--- config.mk ---
export PLATFORM = sky130hd
export DESIGN_NAME = tsxe_core
export DESIGN_NICKNAME = d
export VERILOG_FILES = /design/src/tsxe_addr_gen.v /design/src/tsxe_core.v
export VERILOG_INCLUDE_DIRS = /design/src
export SDC_FILE = /design/constraint.sdc
export NUM_CORES = 1
export LEC_CHECK = 0
export ABC_AREA = 1
export CAP_MARGIN = 15
export CORE_UTILIZATION = 50
export CTS_BUF_LIST = sky130_fd_sc_hd__clkbuf_4 sky130_fd_sc_hd__clkbuf_8 sky130_fd_sc_hd__clkbuf_16
export DETAILED_ROUTE_END_ITERATION = 12
export DONT_BUFFER_PORTS = 1
export PLACE_DENSITY = 0.75
export SLEW_MARGIN = 10
export SYNTH_ARGS = -nofsm -noshare
export SYNTH_HDL_FRONTEND = slang
export SYNTH_SLANG_ARGS = --single-unit
--- constraint.sdc ---
create_clock -name clock_i -period 3.15 [get_ports clock_i]
set_input_delay 0.7875 -clock clock_i [delete_from_list [all_inputs] [get_ports clock_i]]
set_output_delay 0.7875 -clock clock_i [all_outputs]
set_load 0.02 [all_outputs]
--- src/tsxe_consts.vh ---
// Constants for the test-skip / XOR execution block.
// Assumes inclusion by bare name from the design files of the block.
`ifndef TSXE_CONSTS_VH
`define TSXE_CONSTS_VH

// Opcode patterns (upper bits of the 16-bit instruction word)
`define TSXE_OP_TST_HI     7'h33
`define TSXE_OP_XLW_HI     8'h0A
`define TSXE_OP_XWF_HI     6'h06
`define TSXE_OP_ADDPTR_HI  8'hE8
`define TSXE_OP_SUBPTR_HI  8'hE9
`define TSXE_PTR_TWO_SEL   2'h3
// Two-word instruction prefixes checked when a skip lands on one
`define TSXE_OP_LONG_HI4   4'hE
`define TSXE_OP_LONG_CALL  7'h76
`define TSXE_OP_LONG_GOTO  8'hEF
`define TSXE_OP_LONG_LFSR  8'hEE
`define TSXE_OP_LONG_MOVSX 8'hEB
`define TSXE_OP_MOVFF_HI4  4'hC
// Indexed literal offset limit (95)
`define TSXE_ILO_LIMIT     8'h5F
// Access bank upper half starts here
`define TSXE_ACC_SPLIT     8'h60
`define TSXE_ACC_HI_BANK   4'hF
// Field positions
`define TSXE_A_BIT         8
`define TSXE_D_BIT         9
// Reset values
`define TSXE_W_RST         8'h00
`define TSXE_BSR_RST       4'h0
`define TSXE_PTR_RST       12'h000
// Q phase one-hot encodings
`define TSXE_Q1            4'h1
`define TSXE_Q2            4'h2
`define TSXE_Q3            4'h4
`define TSXE_Q4            4'h8

`endif

--- src/tsxe_addr_gen.v ---
// Effective file address generator for byte-oriented operations.
// Assumes pointer two and bank select come from the core, all synchronous.
`timescale 1ns/100ps
`default_nettype none
`include "tsxe_consts.vh"

module tsxe_addr_gen #(
    parameter AW = 12
) (
    // Instruction fields
    input  wire [7:0]    file_addr_i,
    input  wire          access_bit_i,
    input  wire          ext_en_i,
    // Base registers
    input  wire [3:0]    bank_select_i,
    input  wire [AW-1:0] ptr_two_i,
    // Result
    output reg  [AW-1:0] eff_addr_o,
    output reg           indexed_o
);

    // Bank choice, then indexed literal offset override
    always @* begin
        indexed_o = 1'b0;
        if (access_bit_i) begin
            eff_addr_o = {bank_select_i, file_addr_i};
        end else if (ext_en_i && (file_addr_i <= `TSXE_ILO_LIMIT)) begin
            // Offset from pointer two replaces direct access addressing
            eff_addr_o = ptr_two_i + {{(AW-8){1'b0}}, file_addr_i};
            indexed_o  = 1'b1;
        end else if (file_addr_i < `TSXE_ACC_SPLIT) begin
            eff_addr_o = {4'h0, file_addr_i};
        end else begin
            eff_addr_o = {`TSXE_ACC_HI_BANK, file_addr_i};
        end
    end

endmodule
`default_nettype wire

--- src/tsxe_core.v ---
// Decode and execution of test-skip-if-zero, XOR literal and XOR file.
// Assumes a synchronous file memory port answering reads in the same Q phase,
// and a fetch unit that presents instructions and honours the flush output.
`timescale 1ns/100ps
`default_nettype none
`include "tsxe_consts.vh"

module tsxe_core #(
    parameter AW = 12
) (
    // Clock and reset
    input  wire          clock_i,
    input  wire          rst_n_i,
    // Configuration
    input  wire          ext_set_config_bit_i,
    // Instruction fetch
    input  wire [15:0]   instr_i,
    input  wire          instr_valid_i,
    output wire          flush_o,
    output reg           return_o,
    // File memory port
    output wire [AW-1:0] file_addr_o,
    input  wire [7:0]    file_rdata_i,
    output reg  [7:0]    file_wdata_o,
    output reg           file_we_o,
    // Register access port
    input  wire [3:0]    addr_i,
    input  wire [7:0]    wdata_i,
    input  wire          wr_i,
    input  wire          rd_i,
    output reg  [7:0]    rdata_o,
    // Visible state
    output wire [3:0]    q_phase_o,
    output wire [7:0]    accum_o,
    output wire          flag_n_o,
    output wire          flag_z_o,
    output wire [AW-1:0] ptr_two_o,
    output wire          busy_o
);

    // Register offsets on the local port
    localparam [3:0] REG_ACCUM  = 4'h0;
    localparam [3:0] REG_STATUS = 4'h1;
    localparam [3:0] REG_BANK   = 4'h2;
    localparam [3:0] REG_PTR_LO = 4'h3;
    localparam [3:0] REG_PTR_HI = 4'h4;
    localparam [3:0] REG_CTRL   = 4'h5;
    localparam [3:0] REG_STATE  = 4'h6;
    localparam [3:0] REG_OTHER  = 4'h7;

    // Execution states, one-hot
    localparam [2:0] ST_EXEC  = 3'h1;
    localparam [2:0] ST_NOP1  = 3'h2;
    localparam [2:0] ST_NOP2  = 3'h4;

    reg [3:0]    q_reg;
    reg [2:0]    state_reg;
    reg [15:0]   ir_reg;
    reg          ir_valid_reg;
    reg [7:0]    accum_reg;
    reg          flag_n_reg;
    reg          flag_z_reg;
    reg [2:0]    other_flags_reg;
    reg [3:0]    bank_reg;
    reg [AW-1:0] ptr_two_reg;
    reg          ext_dis_reg;
    reg          skip_long_reg;
    reg [7:0]    opnd_reg;
    reg [7:0]    result_reg;

    wire         ext_en;
    wire [AW-1:0] eff_addr;
    wire         indexed;
    wire         is_tst;
    wire         is_xlw;
    wire         is_xwf;
    wire         is_addret;
    wire         is_subret;
    wire         is_long;
    wire         run_exec;

    // Configuration bit is on when unprogrammed; software can also force it off
    assign ext_en = ext_set_config_bit_i & ~ext_dis_reg;

    // Decode from the held instruction
    assign is_tst    = (ir_reg[15:9] == `TSXE_OP_TST_HI);
    assign is_xlw    = (ir_reg[15:8] == `TSXE_OP_XLW_HI);
    assign is_xwf    = (ir_reg[15:10] == `TSXE_OP_XWF_HI);
    assign is_addret = ext_en && (ir_reg[15:8] == `TSXE_OP_ADDPTR_HI)
                       && (ir_reg[7:6] == `TSXE_PTR_TWO_SEL);
    assign is_subret = ext_en && (ir_reg[15:8] == `TSXE_OP_SUBPTR_HI)
                       && (ir_reg[7:6] == `TSXE_PTR_TWO_SEL);

    // Two-word instructions sitting in the fetch slot
    assign is_long = (instr_i[15:9] == `TSXE_OP_LONG_CALL)
                     || (instr_i[15:8] == `TSXE_OP_LONG_GOTO)
                     || (instr_i[15:8] == `TSXE_OP_LONG_LFSR)
                     || (instr_i[15:12] == `TSXE_OP_MOVFF_HI4)
                     || (ext_en && instr_i[15:8] == `TSXE_OP_LONG_MOVSX);

    assign run_exec = (state_reg == ST_EXEC) && ir_valid_reg;

    // Effective address, shared by both file operations
    tsxe_addr_gen #(
        .AW (AW)
    ) u_addr (
        .file_addr_i   (ir_reg[7:0]),
        .access_bit_i  (ir_reg[`TSXE_A_BIT]),
        .ext_en_i      (ext_en),
        .bank_select_i (bank_reg),
        .ptr_two_i     (ptr_two_reg),
        .eff_addr_o    (eff_addr),
        .indexed_o     (indexed)
    );

    assign file_addr_o = eff_addr;
    assign q_phase_o   = q_reg;
    assign accum_o     = accum_reg;
    assign flag_n_o    = flag_n_reg;
    assign flag_z_o    = flag_z_reg;
    assign ptr_two_o   = ptr_two_reg;
    assign busy_o      = (state_reg != ST_EXEC);
    // Flush on Q4 of a taken skip drops the prefetched word
    assign flush_o     = run_exec && is_tst && (q_reg == `TSXE_Q4)
                         && (opnd_reg == 8'h00);

    // Q phase ring: Q1 decode, Q2 read, Q3 process, Q4 write
    always @(posedge clock_i or negedge rst_n_i) begin
        if (!rst_n_i) begin
            q_reg <= `TSXE_Q1;
        end else begin
            q_reg <= {q_reg[2:0], q_reg[3]};
        end
    end

    // Instruction register and skip sequencing
    always @(posedge clock_i or negedge rst_n_i) begin
        if (!rst_n_i) begin
            state_reg     <= ST_EXEC;
            ir_reg        <= 16'h0000;
            ir_valid_reg  <= 1'b0;
            skip_long_reg <= 1'b0;
        end else if (q_reg == `TSXE_Q4) begin
            case (state_reg)
                ST_EXEC: begin
                    if (flush_o) begin
                        // Discarded word runs as a NOP cycle
                        state_reg     <= ST_NOP1;
                        skip_long_reg <= is_long;
                        ir_valid_reg  <= 1'b0;
                    end else begin
                        ir_reg       <= instr_i;
                        ir_valid_reg <= instr_valid_i;
                    end
                end
                ST_NOP1: begin
                    if (skip_long_reg) begin
                        state_reg <= ST_NOP2;
                    end else begin
                        state_reg    <= ST_EXEC;
                        ir_reg       <= instr_i;
                        ir_valid_reg <= instr_valid_i;
                    end
                end
                ST_NOP2: begin
                    // Second word of the skipped instruction is also dropped
                    state_reg     <= ST_EXEC;
                    skip_long_reg <= 1'b0;
                    ir_reg        <= instr_i;
                    ir_valid_reg  <= instr_valid_i;
                end
                default: begin
                    state_reg    <= ST_EXEC;
                    ir_valid_reg <= 1'b0;
                end
            endcase
        end
    end

    // Datapath: read in Q2, process in Q3, write in Q4
    always @(posedge clock_i or negedge rst_n_i) begin
        if (!rst_n_i) begin
            opnd_reg     <= 8'h00;
            result_reg   <= 8'h00;
            accum_reg    <= `TSXE_W_RST;
            flag_n_reg   <= 1'b0;
            flag_z_reg   <= 1'b0;
            file_wdata_o <= 8'h00;
            file_we_o    <= 1'b0;
            return_o     <= 1'b0;
            ptr_two_reg  <= `TSXE_PTR_RST;
        end else begin
            file_we_o <= 1'b0;
            return_o  <= 1'b0;
            if (run_exec && q_reg == `TSXE_Q2) begin
                // Literal for XOR literal, file value for the others
                opnd_reg <= is_xlw ? ir_reg[7:0] : file_rdata_i;
            end
            if (run_exec && q_reg == `TSXE_Q3) begin
                result_reg <= accum_reg ^ opnd_reg;
                if (is_xwf && ir_reg[`TSXE_D_BIT]) begin
                    // Data lands on Q4 together with the write enable
                    file_wdata_o <= accum_reg ^ opnd_reg;
                    file_we_o    <= 1'b1;
                end
            end
            if (run_exec && q_reg == `TSXE_Q4) begin
                if (is_xlw || (is_xwf && !ir_reg[`TSXE_D_BIT])) begin
                    accum_reg <= result_reg;
                end
                if (is_xlw || is_xwf) begin
                    // Test instruction leaves every flag alone
                    flag_n_reg <= result_reg[7];
                    flag_z_reg <= (result_reg == 8'h00);
                end
                if (is_addret) begin
                    ptr_two_reg <= ptr_two_reg + {{(AW-6){1'b0}}, ir_reg[5:0]};
                    return_o    <= 1'b1;
                end else if (is_subret) begin
                    ptr_two_reg <= ptr_two_reg - {{(AW-6){1'b0}}, ir_reg[5:0]};
                    return_o    <= 1'b1;
                end
            end
            // Software access to W, pointer two and the N and Z flags at any time; it wins over the datapath writes
            if (wr_i && addr_i == REG_ACCUM) begin
                accum_reg <= wdata_i;
            end else if (wr_i && addr_i == REG_PTR_LO) begin
                ptr_two_reg[7:0] <= wdata_i;
            end else if (wr_i && addr_i == REG_PTR_HI) begin
                ptr_two_reg[AW-1:8] <= wdata_i[AW-9:0];
            end else if (wr_i && addr_i == REG_STATUS) begin
                flag_n_reg <= wdata_i[4];
                flag_z_reg <= wdata_i[2];
            end
        end
    end

    // Software-owned control registers
    always @(posedge clock_i or negedge rst_n_i) begin
        if (!rst_n_i) begin
            bank_reg        <= `TSXE_BSR_RST;
            ext_dis_reg     <= 1'b0;
            other_flags_reg <= 3'h0;
        end else if (wr_i) begin
            if (addr_i == REG_BANK) begin
                bank_reg <= wdata_i[3:0];
            end else if (addr_i == REG_CTRL) begin
                ext_dis_reg <= wdata_i[0];
            end else if (addr_i == REG_STATUS) begin
                // Carry, digit carry, overflow are never touched by the XORs
                other_flags_reg <= {wdata_i[3], wdata_i[1:0]};
            end
        end
    end

    // Read data one cycle after the strobe; unmapped reads as zero
    always @(posedge clock_i or negedge rst_n_i) begin
        if (!rst_n_i) begin
            rdata_o <= 8'h00;
        end else if (rd_i) begin
            if (addr_i == REG_ACCUM) begin
                rdata_o <= accum_reg;
            end else if (addr_i == REG_STATUS) begin
                rdata_o <= {3'h0, flag_n_reg, other_flags_reg[2], flag_z_reg, other_flags_reg[1:0]};
            end else if (addr_i == REG_BANK) begin
                rdata_o <= {4'h0, bank_reg};
            end else if (addr_i == REG_PTR_LO) begin
                rdata_o <= ptr_two_reg[7:0];
            end else if (addr_i == REG_PTR_HI) begin
                rdata_o <= {{(16-AW){1'b0}}, ptr_two_reg[AW-1:8]};
            end else if (addr_i == REG_CTRL) begin
                rdata_o <= {6'h00, ext_en, ext_dis_reg};
            end else if (addr_i == REG_STATE) begin
                rdata_o <= {2'h0, indexed, ir_valid_reg, skip_long_reg, state_reg};
            end else begin
                rdata_o <= 8'h00;
            end
        end else begin
            rdata_o <= 8'h00;
        end
    end

endmodule
`default_nettype wire

==> metrics.md, run 1 <==
| Metric | Value |
|---|---|
| CTS Buffer Depth | `2` |
| Slew Limit Fails | `0` |
| CP Max Fanout | `6` |
| Routed len/inst | `18.7 µm` |
| Grt ovf | `0` |
| Worst path required time | `2.36 ns` |
| Cell Area, Synth | `5730 µm²` |
| Top post-synthesis cells by area | `dfrtp_1, nand2_1, inv_1` |
| Post-DP HPWL | `14.0 mm` |
| Site Rows | `38` |
| CP endpoint kind | `primary output` |
| Synth top area share | `0.380` |
| Worst-margin pin slew | `0.778 ns` |
| Area Growth Syn to Fin | `13.2%` |
| Setup TNS | `0 ns` |
| Slowest cell on the critical path | `dfrtp_1` |
| GRT Util Overall | `0.320` |
| Main flop type after synthesis | `dfrtp_1` |
| Placed Cells | `933` |
| Vias in the first global route | `5160` |
| Chip width | `109 µm` |
| Vias | `5409` |
| Max capacitance violation total | `0` |
| Kind of critical path | `flip-flop to primary output` |
| Synthesized area per cell | `7.34 µm²` |
| Largest net degree at the start of global routing | `90` |
| Seq/Total Area, Yosys | `0.389` |
| CTS tree | `done` |
| Worst setup margin | `0.0925 ns` |
| Final period utilization | `0.971` |
| Pre-antenna DRT Iters | `5` |
| Status | `complete, no violations` |
| Initial Util | `0.521` |
| CP Launch Type | `flip-flop` |
| Worst Hold Class | `input pin to async pin` |
| Final Non-Filler Cells | `956` |
| Initial antenna violation count | `0` |
| N_diodes | `0` |
| EDFF count, synth | `0` |
| Synthesized flop and latch total | `89` |
| Cts hold-fix bufs | `0` |
| Total power | `3.36 mW` |
| Core Util, Final | `0.590` |
| Clk Latency, worst-skew pair | `0.35 ns` |
| Worst hold margin | `0.122 ns` |
| Clk root buf | `clkbuf_16` |
| PD cells | `519 nW/µm²` |
| Asr flop ratio synth | `1.00` |
| Cell family with most CP delay | `compound AO/OA/AOI/OAI gates` |
| Reg-to-reg setup timing slack | `0.90 ns` |
| Antenna viol nets, final | `0` |
| Worst-path cell chain | `buf_4 -> ha_1 -> a21oi_2 -> nand2_4 -> a21oi_2 -> xnor2_1 -> nand2_1 -> o21ai_0 -> buf_4` |
| Routability cong. | `0.953` |
| Post-synth top area cell | `dfrtp_1` |
| Die H | `109 µm` |
| Mapped Cells | `780` |
| Share of cells above drive strength 1 | `0.165` |
| Peak VDD IR | `0.391 mV` |
| Setup violators final | `0` |
| Die Area | `11900 µm²` |
| CTS Buf Count | `9` |
| Iteration-0 DRC count of the detailed router | `458` |
| Nets | `869` |
| Slew margin rel. | `0.479` |
| Drc violations | `0` |
| Largest register FFs | `16` |
| Fillers | `1018` |
| H-tree level count | `3` |
| Global-route wire length before repair | `28.0 mm` |
| Yosys cell types | `47` |
| Ports | `100` |
| # port buffers | `0` |
| Post-Syn Nets | `838` |
| Post-route cell area | `6480 µm²` |
| DRT Wirelength | `17.9 mm` |
| Leakage power total | `3.22 nW` |
| Arrival time worst endpoint | `2.27 ns` |
| Post-route minimum period | `3.06 ns` |
| Vias/cell | `5.66` |
| CTS clk-pin slew, worst paths | `0.07 ns` |
| DP Worst Slack | `0.119 ns` |
| Achievable frequency | `0.327 GHz` |
| Final-report hold violation count | `0` |
| CTS sink cnt | `89` |
| Clk_skew | `0.0111 ns` |
| Core Region | `11000 µm²` |
| RSZ-0062 raised after global routing | `true` |
| CP peak stage delay | `0.41 ns` |
| Total of warnings raised by yosys | `0` |
| Placed inst area | `6010 µm²` |
| Worst path bufs/invs | `2` |
## layout by cell type (no fill, tap or decap), types with 4 or more instances in the layout
cell type / synthesis / routed
dfrtp_1: 87 / 86
nor4_1: 4 / 4
buf_4: 0 / 37
a21oi_1: 35 / 31
o21ai_0: 56 / 54
o21ai_1: 18 / 19
nor2_2: 14 / 19
inv_2: 11 / 13
xor2_1: 14 / 13
o22ai_1: 18 / 18
nor2_1: 66 / 60
nand2_1: 197 / 195
ha_1: 14 / 10
a21oi_2: 12 / 16
inv_1: 108 / 106
nand2_4: 3 / 4
nor3_1: 8 / 8
clkbuf_16: 0 / 9
nand4_1: 11 / 11
nand3_1: 50 / 49
## where the power goes
part / switching, mW / internal, mW / total, mW / leakage, nW
Clock: 0.469 / 0.657 / 1.13 / 0.150
Sequential: 0.117 / 1.22 / 1.34 / 1.08
Combinational: 0.574 / 0.326 / 0.901 / 1.99
Total: 1.16 / 2.20 / 3.36 / 3.22
## routing by layer
| layer | wire length, µm | vias up | share of wire | GRT usage |
|---|---|---|---|---|
| met2 | 8110 | 250 | 0.45 | 0.490 |
| met1 | 7750 | 2533 | 0.43 | 0.435 |
| met5 | 0 | - | 0 | 0 |
| met3 | 1460 | 42 | 0.082 | 0.0825 |
| met4 | 597 | 0 | 0.033 | 0.119 |
| li1 | - | 2584 | - | - |
## cells by family (layout without fill, tap and decap cells)
logic type               after synthesis  in the layout  synth area share
AND/OR/NAND/NOR                      369            369             0.295
flip-flops                            89             89             0.389
XOR/XNOR                              16             16            0.0245
buffers and inverters                138            174             0.101
adder cells (fa/ha/maj)               16             16            0.0376
AO/OA/AOI/OAI                        152            152             0.153
## worst paths after layout
check / startpoint / to / depth (start not counted)
max reg2reg: ptr_two_o[0]$_DFF_PN0_ / ptr_two_o[8]$_DFF_PN0_ / 12
max: ptr_two_o[2]$_DFF_PN0_ / file_addr_o[7] / 9
min reg2reg: q_phase_o[0]$_DFF_PN1_ / q_phase_o[1]$_DFF_PN0_ / 0
min in group clock_i: q_phase_o[0]$_DFF_PN1_ / q_phase_o[1]$_DFF_PN0_ / 0
max in group asynchronous: rst_n_i / state_reg[0]$_DFFE_PN1P_ / 0
min: rst_n_i / ptr_two_o[11]$_DFF_PN0_ / 0
## area by class of cell
cell class | instances | area (µm²) | share of cell area
Multi-Input combinational cell | 553 | 3030 | 0.467
Clock buffer | 12 | 254 | 0.0392
Timing Repair Buffer | 38 | 289 | 0.0446
Inverter | 120 | 453 | 0.0699
Tap cell | 140 | 175 | 0.0270
Clock inverter | 4 | 51.3 | 0.00792
Sequential cell | 89 | 2230 | 0.344
## timing repair
action,4_1_cts,5_1_grt
resized for setup,12,20
setup buffers,1,6
setup endpoints to repair,8,8
pin swaps,0,7
endpoints found under the hold margin,0,0
## Yosys cell counts (11+ instances only)
master and instances:
nand3_1 50, o21ai_1 18, nand2_1 197, o22ai_1 18, nand4_1 11, dfrtp_1 87
nor2_2 14, a21oi_1 35, a21oi_2 12, inv_1 108, inv_2 11, xor2_1 14
nor2_1 66, ha_1 14, o21ai_0 56
No activity file was read; power rests on OpenSTA's default activity.
==> inputs of run 2 (changes only) <==
--- a/config.mk
+++ b/config.mk
@@ -6,7 +6,7 @@
 export SDC_FILE = /design/constraint.sdc
 export NUM_CORES = 1
 export LEC_CHECK = 0
-export ABC_AREA = 1
+export ABC_CLOCK_PERIOD_IN_PS = 3150
 export CAP_MARGIN = 15
 export CORE_UTILIZATION = 50
 export CTS_BUF_LIST = sky130_fd_sc_hd__clkbuf_4 sky130_fd_sc_hd__clkbuf_8 sky130_fd_sc_hd__clkbuf_16
==> metrics.md, run 2 <==
| Metric | Value |
|---|---|
| Most common cell in the synthesized netlist | `dfrtp_1` |
| EDFF count, synth | `0` |
| Final period utilization | `1.06` |
| Largest net degree at the start of global routing | `90` |
| CTS Buf Count | `9` |
| N_diodes | `0` |
| CP endpoint kind | `primary output` |
| Worst path required time | `2.36 ns` |
| Placed Cells | `697` |
| Yosys cell types | `75` |
| Antenna viol nets, final | `0` |
| Status | `finished with violations` |
| CP Launch Type | `flip-flop` |
| Vias in the first global route | `4368` |
| Core Region | `10400 µm²` |
| CP Max Fanout | `3` |
| Reg2Reg Depth | `6` |
| Synthesized flop and latch total | `89` |
| Clk root buf | `clkbuf_8` |
| Iteration-0 DRC count of the detailed router | `365` |
| PD cells | `484 nW/µm²` |
| Final Non-Filler Cells | `727` |
| Top post-synthesis cells by area | `dfrtp_1, mux2_2, mux2i_1` |
| Ports | `100` |
| Vias | `4512` |
| Chip width | `106 µm` |
| Main flop type after synthesis | `dfrtp_1` |
| Final-report hold violation count | `0` |
| Slowest cell on the critical path | `or3_4` |
| Die H | `106 µm` |
| Setup violators final | `4` |
| CTS Buffer Depth | `2` |
| Most frequent cells in the layout | `dfrtp_1, nand2_1, buf_4` |
| Share of cells above drive strength 1 | `0.274` |
| Clk_skew | `0.0143 ns` |
| # port buffers | `0` |
| CTS tree | `done` |
| Worst hold margin | `0.0929 ns` |
| Slew Limit Fails | `0` |
| Drc violations | `0` |
| Nets | `644` |
| Worst-margin pin slew | `0.956 ns` |
| Pre-antenna DRT Iters | `5` |
| Leakage power total | `2.83 nW` |
| Initial Util | `0.520` |
| Routed len/inst | `21.4 µm` |
| Kind of critical path | `flip-flop to primary output` |
| RSZ-0062 raised after global routing | `true` |
| Grt ovf | `0` |
| Routability cong. | `0.907` |
| Worst-path cell chain | `ha_4 -> inv_2 -> fa_2 -> nor3_4 -> o31ai_2 -> nand2_1 -> a311oi_2 -> nor4_1 -> or3_4` |
| Post-Syn Nets | `606` |
| Synth top area share | `0.404` |
| Violated checks | `negative setup slack` |
| DRT Wirelength | `15.6 mm` |
| Vias/cell | `6.21` |
| Post-DP HPWL | `11.5 mm` |
| Largest register FFs | `16` |
| GRT Util Overall | `0.285` |
| Total of warnings raised by yosys | `0` |
| Asr flop ratio synth | `1.00` |
| Mapped Cells | `548` |
| Critical R2R Launch | `q_phase_o[1]$_DFF_PN0_` |
| Cell Area, Synth | `5390 µm²` |
| Reg-to-reg setup timing slack | `0.32 ns` |
| Site Rows | `37` |
| Initial antenna violation count | `0` |
| Global-route wire length before repair | `24.0 mm` |
| Slew margin rel. | `0.363` |
| Worst r2r dst | `ir_reg[7]$_DFFE_PN0P_` |
| Area Growth Syn to Fin | `16.5%` |
| Synthesized area per cell | `9.83 µm²` |
| H-tree level count | `3` |
| Clk Latency, worst-skew pair | `0.38 ns` |
| Worst setup margin | `-0.198 ns` |
| Commonest non-fill, non-tap cell in the layout | `dfrtp_1` |
| Synth cell count leaders | `dfrtp_1, nand2_1, o21ai_0, mux2_2, nor2_1` |
| Worst Hold Class | `input pin to async pin` |
| CTS clk-pin slew, worst paths | `0.10 ns` |
| Seq/Total Area, Yosys | `0.414` |
| Post-synth top area cell | `dfrtp_1` |
| Post-route minimum period | `3.35 ns` |
| Max capacitance violation total | `0` |
| CP peak stage delay | `0.45 ns` |
| CTS sink cnt | `89` |
| Arrival time worst endpoint | `2.56 ns` |
| Die Area | `11200 µm²` |
| Peak VDD IR | `0.297 mV` |
| Achievable frequency | `0.299 GHz` |
[run 2: area by class of cell]
cell class	instances	area, µm²
fillers	871	4090
multi-input cells	411	3140
flip-flops and latches	89	2240
repair buffers	51	394
well taps	136	170
clock buffers	9	124
clock inverters	7	124
inverters	24	90.1
[run 2: cell families after synthesis]
group                      after synthesis  synth area share
muxes                                   66             0.138
DFF                                     89             0.414
AOI/OAI and AO/OA                      120             0.143
xor gates and xnor gates                17            0.0276
adders and majority gates               16            0.0399
and+or+nand+nor                        192             0.196
buffers and inverters                   48            0.0420
[run 2: worst max-delay path, delay by kind of cell (launching register included)]
family	cells	cell delay [ns]
AO/OA/AOI/OAI	2	0.57
buffers and inverters	1	0.05
flip-flops	1	0.43
adder cells (fa/ha/maj)	2	0.41
AND/OR/NAND/NOR	4	0.73
[run 2: where the power goes]
part | switching (mW) | internal [mW]
clock | 0.444 | 0.537
sequential | 0.188 | 1.23
combinational | 0.339 | 0.303
total | 0.972 | 2.07
[run 2: worst max-delay path by stage]
stage | startpoint | endpoint | slack [ns]
after floorplan | ptr_two_o[1]$_DFF_PN0_ | file_addr_o[10] | 0.004
after global placement | ptr_two_o[0]$_DFF_PN0_ | file_addr_o[10] | 0.03
after detailed placement | ptr_two_o[0]$_DFF_PN0_ | file_addr_o[10] | 0.01
after CTS | ir_reg[0]$_DFFE_PN0P_ | file_addr_o[8] | -0.16
after global routing | ir_reg[0]$_DFFE_PN0P_ | file_addr_o[8] | -0.33
final | ir_reg[0]$_DFFE_PN0P_ | file_addr_o[10] | -0.20
[run 2: what timing repair did]
action                     in CTS  in global routing
setup endpoints to repair       6                  7
pin swaps                       6                 12
resized for setup              16                 28
setup buffers                   3                 11
hold buffers                    0                  0
[run 2: through the flow]
| stage | total power, mW | TNS (ns) | worst slack (ns) | instance area [µm²] | utilization |
|---|---|---|---|---|---|
| after floorplan | 1.76 | 0 | 0.00443 | 5400 | - |
| after global placement | 1.97 | 0 | 0.0342 | 5710 | 0.551 |
| after detailed placement | 1.99 | 0 | 0.0134 | 5710 | 0.551 |
| after CTS | 2.98 | -0.656 | -0.155 | 6060 | 0.584 |
| after global routing | 3.16 | -0.975 | -0.326 | 6280 | 0.605 |
| final | 3.04 | -0.506 | -0.198 | 6280 | 0.605 |
[run 2: per-layer routing]
metal | up-vias | track usage | wire length (µm)
met1 | 2212 | 0.382 | 6380
li1 | 2056 | - | -
met4 | 0 | 0.101 | 362
met3 | 33 | 0.0835 | 1390
met5 | - | 0 | 0
met2 | 211 | 0.440 | 7420
==> inputs of run 3 (changes only) <==
--- a/config.mk
+++ b/config.mk
@@ -16,4 +16,5 @@
 export SLEW_MARGIN = 10
 export SYNTH_ARGS = -nofsm -noshare
 export SYNTH_HDL_FRONTEND = slang
+export SYNTH_HIERARCHICAL = 1
 export SYNTH_SLANG_ARGS = --single-unit
==> metrics.md, run 3 <==
| Metric | Value |
|---|---|
| Status | `complete, no violations` |
| Routed len/inst | `20.3 µm` |
| Main flop type after synthesis | `dfrtp_1` |
| Slew Limit Fails | `0` |
| Kind of critical path | `flip-flop to primary output` |
| Synthesized flop and latch total | `89` |
| Commonest non-fill, non-tap cell in the layout | `dfrtp_1` |
| GRT Util Overall | `0.282` |
| Clk_skew | `0.0121 ns` |
| CP Launch Type | `flip-flop` |
| Area Growth Syn to Fin | `10.1%` |
| Largest net degree at the start of global routing | `90` |
| Worst Hold Class | `input pin to async pin` |
| Die Area | `11400 µm²` |
| Setup TNS | `0 ns` |
| CTS sink cnt | `89` |
| Pre-antenna DRT Iters | `6` |
| Final period utilization | `0.980` |
| Vias | `4558` |
| Clk Latency, worst-skew pair | `0.38 ns` |
| Achievable frequency | `0.324 GHz` |
| Most frequent cells in the layout | `dfrtp_1, nand2_1, nor2_1` |
| CTS tree | `done` |
| Synthesized area per cell | `9.32 µm²` |
| Initial antenna violation count | `2` |
| Cell Area, Synth | `5500 µm²` |
| Asr flop ratio synth | `1.00` |
| Chip width | `107 µm` |
| Top post-synthesis cells by area | `dfrtp_1, ha_1, nand2_1` |
| Mapped Cells | `590` |
| Slew margin rel. | `0.580` |
| CP startpoint | `ir_reg[1]$_DFFE_PN0P_` |
| H-tree level count | `3` |
| Arrival time worst endpoint | `2.30 ns` |
| Synth cell count leaders | `dfrtp_1, nand2_1, nor2_1, a21oi_1, o21ai_0` |
| Most common cell in the synthesized netlist | `dfrtp_1` |
| Core Region | `10500 µm²` |
| Routability cong. | `0.901` |
| Post-route minimum period | `3.09 ns` |
| PD cells | `535 nW/µm²` |
| Ports | `100` |
| CTS Buffer Depth | `2` |
| Vias/cell | `6.09` |
| Synth Area in Adders | `0.0564` |
| Seq/Total Area, Yosys | `0.405` |
| Post-synthesis compound-gate area fraction | `0.163` |
| Initial Util | `0.523` |
| Die H | `107 µm` |
| Site Rows | `37` |
| Share of cells above drive strength 1 | `0.172` |
| CP endpoint kind | `primary output` |
| Worst path required time | `2.36 ns` |
| CTS Buf Count | `9` |
| EDFF count, synth | `0` |
| Global-route wire length before repair | `24.1 mm` |
| Setup violators final | `0` |
| Grt ovf | `0` |
| Iteration-0 DRC count of the detailed router | `317` |
| N_diodes | `0` |
| Fillers | `887` |
| Leakage power total | `2.69 nW` |
| Post-DP HPWL | `11.7 mm` |
| Clk root buf | `clkbuf_8` |
| Simple-Gate Fraction of Synth Area | `0.185` |
| Worst r2r dst | `ptr_two_o[10]$_DFF_PN0_` |
| CTS clk-pin slew, worst paths | `0.09 ns` |
| Reg-to-reg setup timing slack | `0.43 ns` |
| Total of warnings raised by yosys | `6` |
| Antenna viol nets, final | `0` |
| DRT Wirelength | `15.2 mm` |
| Total power | `3.24 mW` |
| Max capacitance violation total | `0` |
| Main combinational cell family by area after synthesis | `simple AND/OR/NAND/NOR gates` |
| Synth Area in XOR/XNOR | `0.0430` |
| Peak VDD IR | `0.240 mV` |
| Post-Syn Nets | `655` |
| Reg2Reg Depth | `12` |
| Drc violations | `0` |
| Largest register FFs | `16` |
| Final-report hold violation count | `0` |
| Cts hold-fix bufs | `0` |
| Post-synth top area cell | `dfrtp_1` |
| Mux share of post-synthesis cell area | `0.104` |
| Critical R2R Launch | `ptr_two_o[0]$_DFF_PN0_` |
| Yosys cell types | `71` |
| Vias in the first global route | `4440` |
| CP Max Fanout | `6` |
| Synth top area share | `0.396` |
| Worst-margin pin slew | `0.631 ns` |
| # port buffers | `0` |
| Nets | `672` |
run 3: how the worst max path moves through the flow:
stage	endpoint	slack, ns	cells past startpoint
after floorplan	file_addr_o[10]	0.14	8
after global placement	file_addr_o[10]	0.31	9
after detailed placement	file_addr_o[8]	0.24	8
after CTS	file_addr_o[8]	0.01	9
after global routing	file_addr_o[8]	-0.005	9
final	file_addr_o[9]	0.06	7
run 3: final cells by class:
cell class              count  area [µm²]  share of cell area
multi-input cells         448        3110               0.513
flip-flops and latches     89        2230               0.368
repair buffers             31         233              0.0384
well taps                 136         170              0.0281
clock buffers              11         145              0.0240
inverters                  28         105              0.0174
clock inverters             5        62.6              0.0103
run 3: routing by layer:
metal  vias to the layer above  share of wire  GRT usage
met5                         -         0.0018          0
met4                         4          0.030      0.126
met3                        46          0.098     0.0821
met2                       192           0.45      0.418
met1                      2184           0.42      0.381
li1                       2132              -          -
run 3: worst max-delay path, cell delays in order (launching register included):
cell	delay, ns
dfrtp_2	0.45
ha_1	0.34
a211oi_2	0.29
o21ai_2	0.11
nand4_1	0.11
mux2_2	0.34
o311ai_1	0.08
buf_4	0.20
run 3: per-stage QoR:
| stage | worst slack (ns) | cell area, µm² | std cells | hold WS [ns] | utilization |
|---|---|---|---|---|---|
| 5_1_grt | -0.00522 | 6050 | 748 | 0.0655 | 0.576 |
| 3_5_place_dp | 0.245 | 5760 | 731 | 0.492 | 0.549 |
| 3_3_place_gp | 0.313 | 5760 | 731 | 0.488 | 0.549 |
| 2_1_floorplan | 0.141 | 5500 | 590 | 0.471 | - |
| 6_report | 0.0633 | 6050 | 748 | 0.0896 | 0.576 |
| 4_1_cts | 0.00993 | 6000 | 747 | 0.0797 | 0.571 |
run 3: where the power goes:
group / switching (mW) / internal, mW
clock network: 0.440 / 0.402
registers: 0.176 / 1.24
logic: 0.566 / 0.410
total: 1.18 / 2.05
run 3: what timing repair did:
action                                  CTS  global route
pin swaps                                 1             4
gates resized for setup                   7            11
buffers inserted                          0             1
endpoints found under the setup margin    6             6
run 3: cell families (layout without fill, tap and decap cells):
kind of cell,count (synthesis),count (layout)
muxes,50,50
xor gates and xnor gates,27,27
and+or+nand+nor,200,200
DFF,89,89
buffers and inverters,53,75
AOI/OAI and AO/OA,148,148
adders and majority gates,23,23
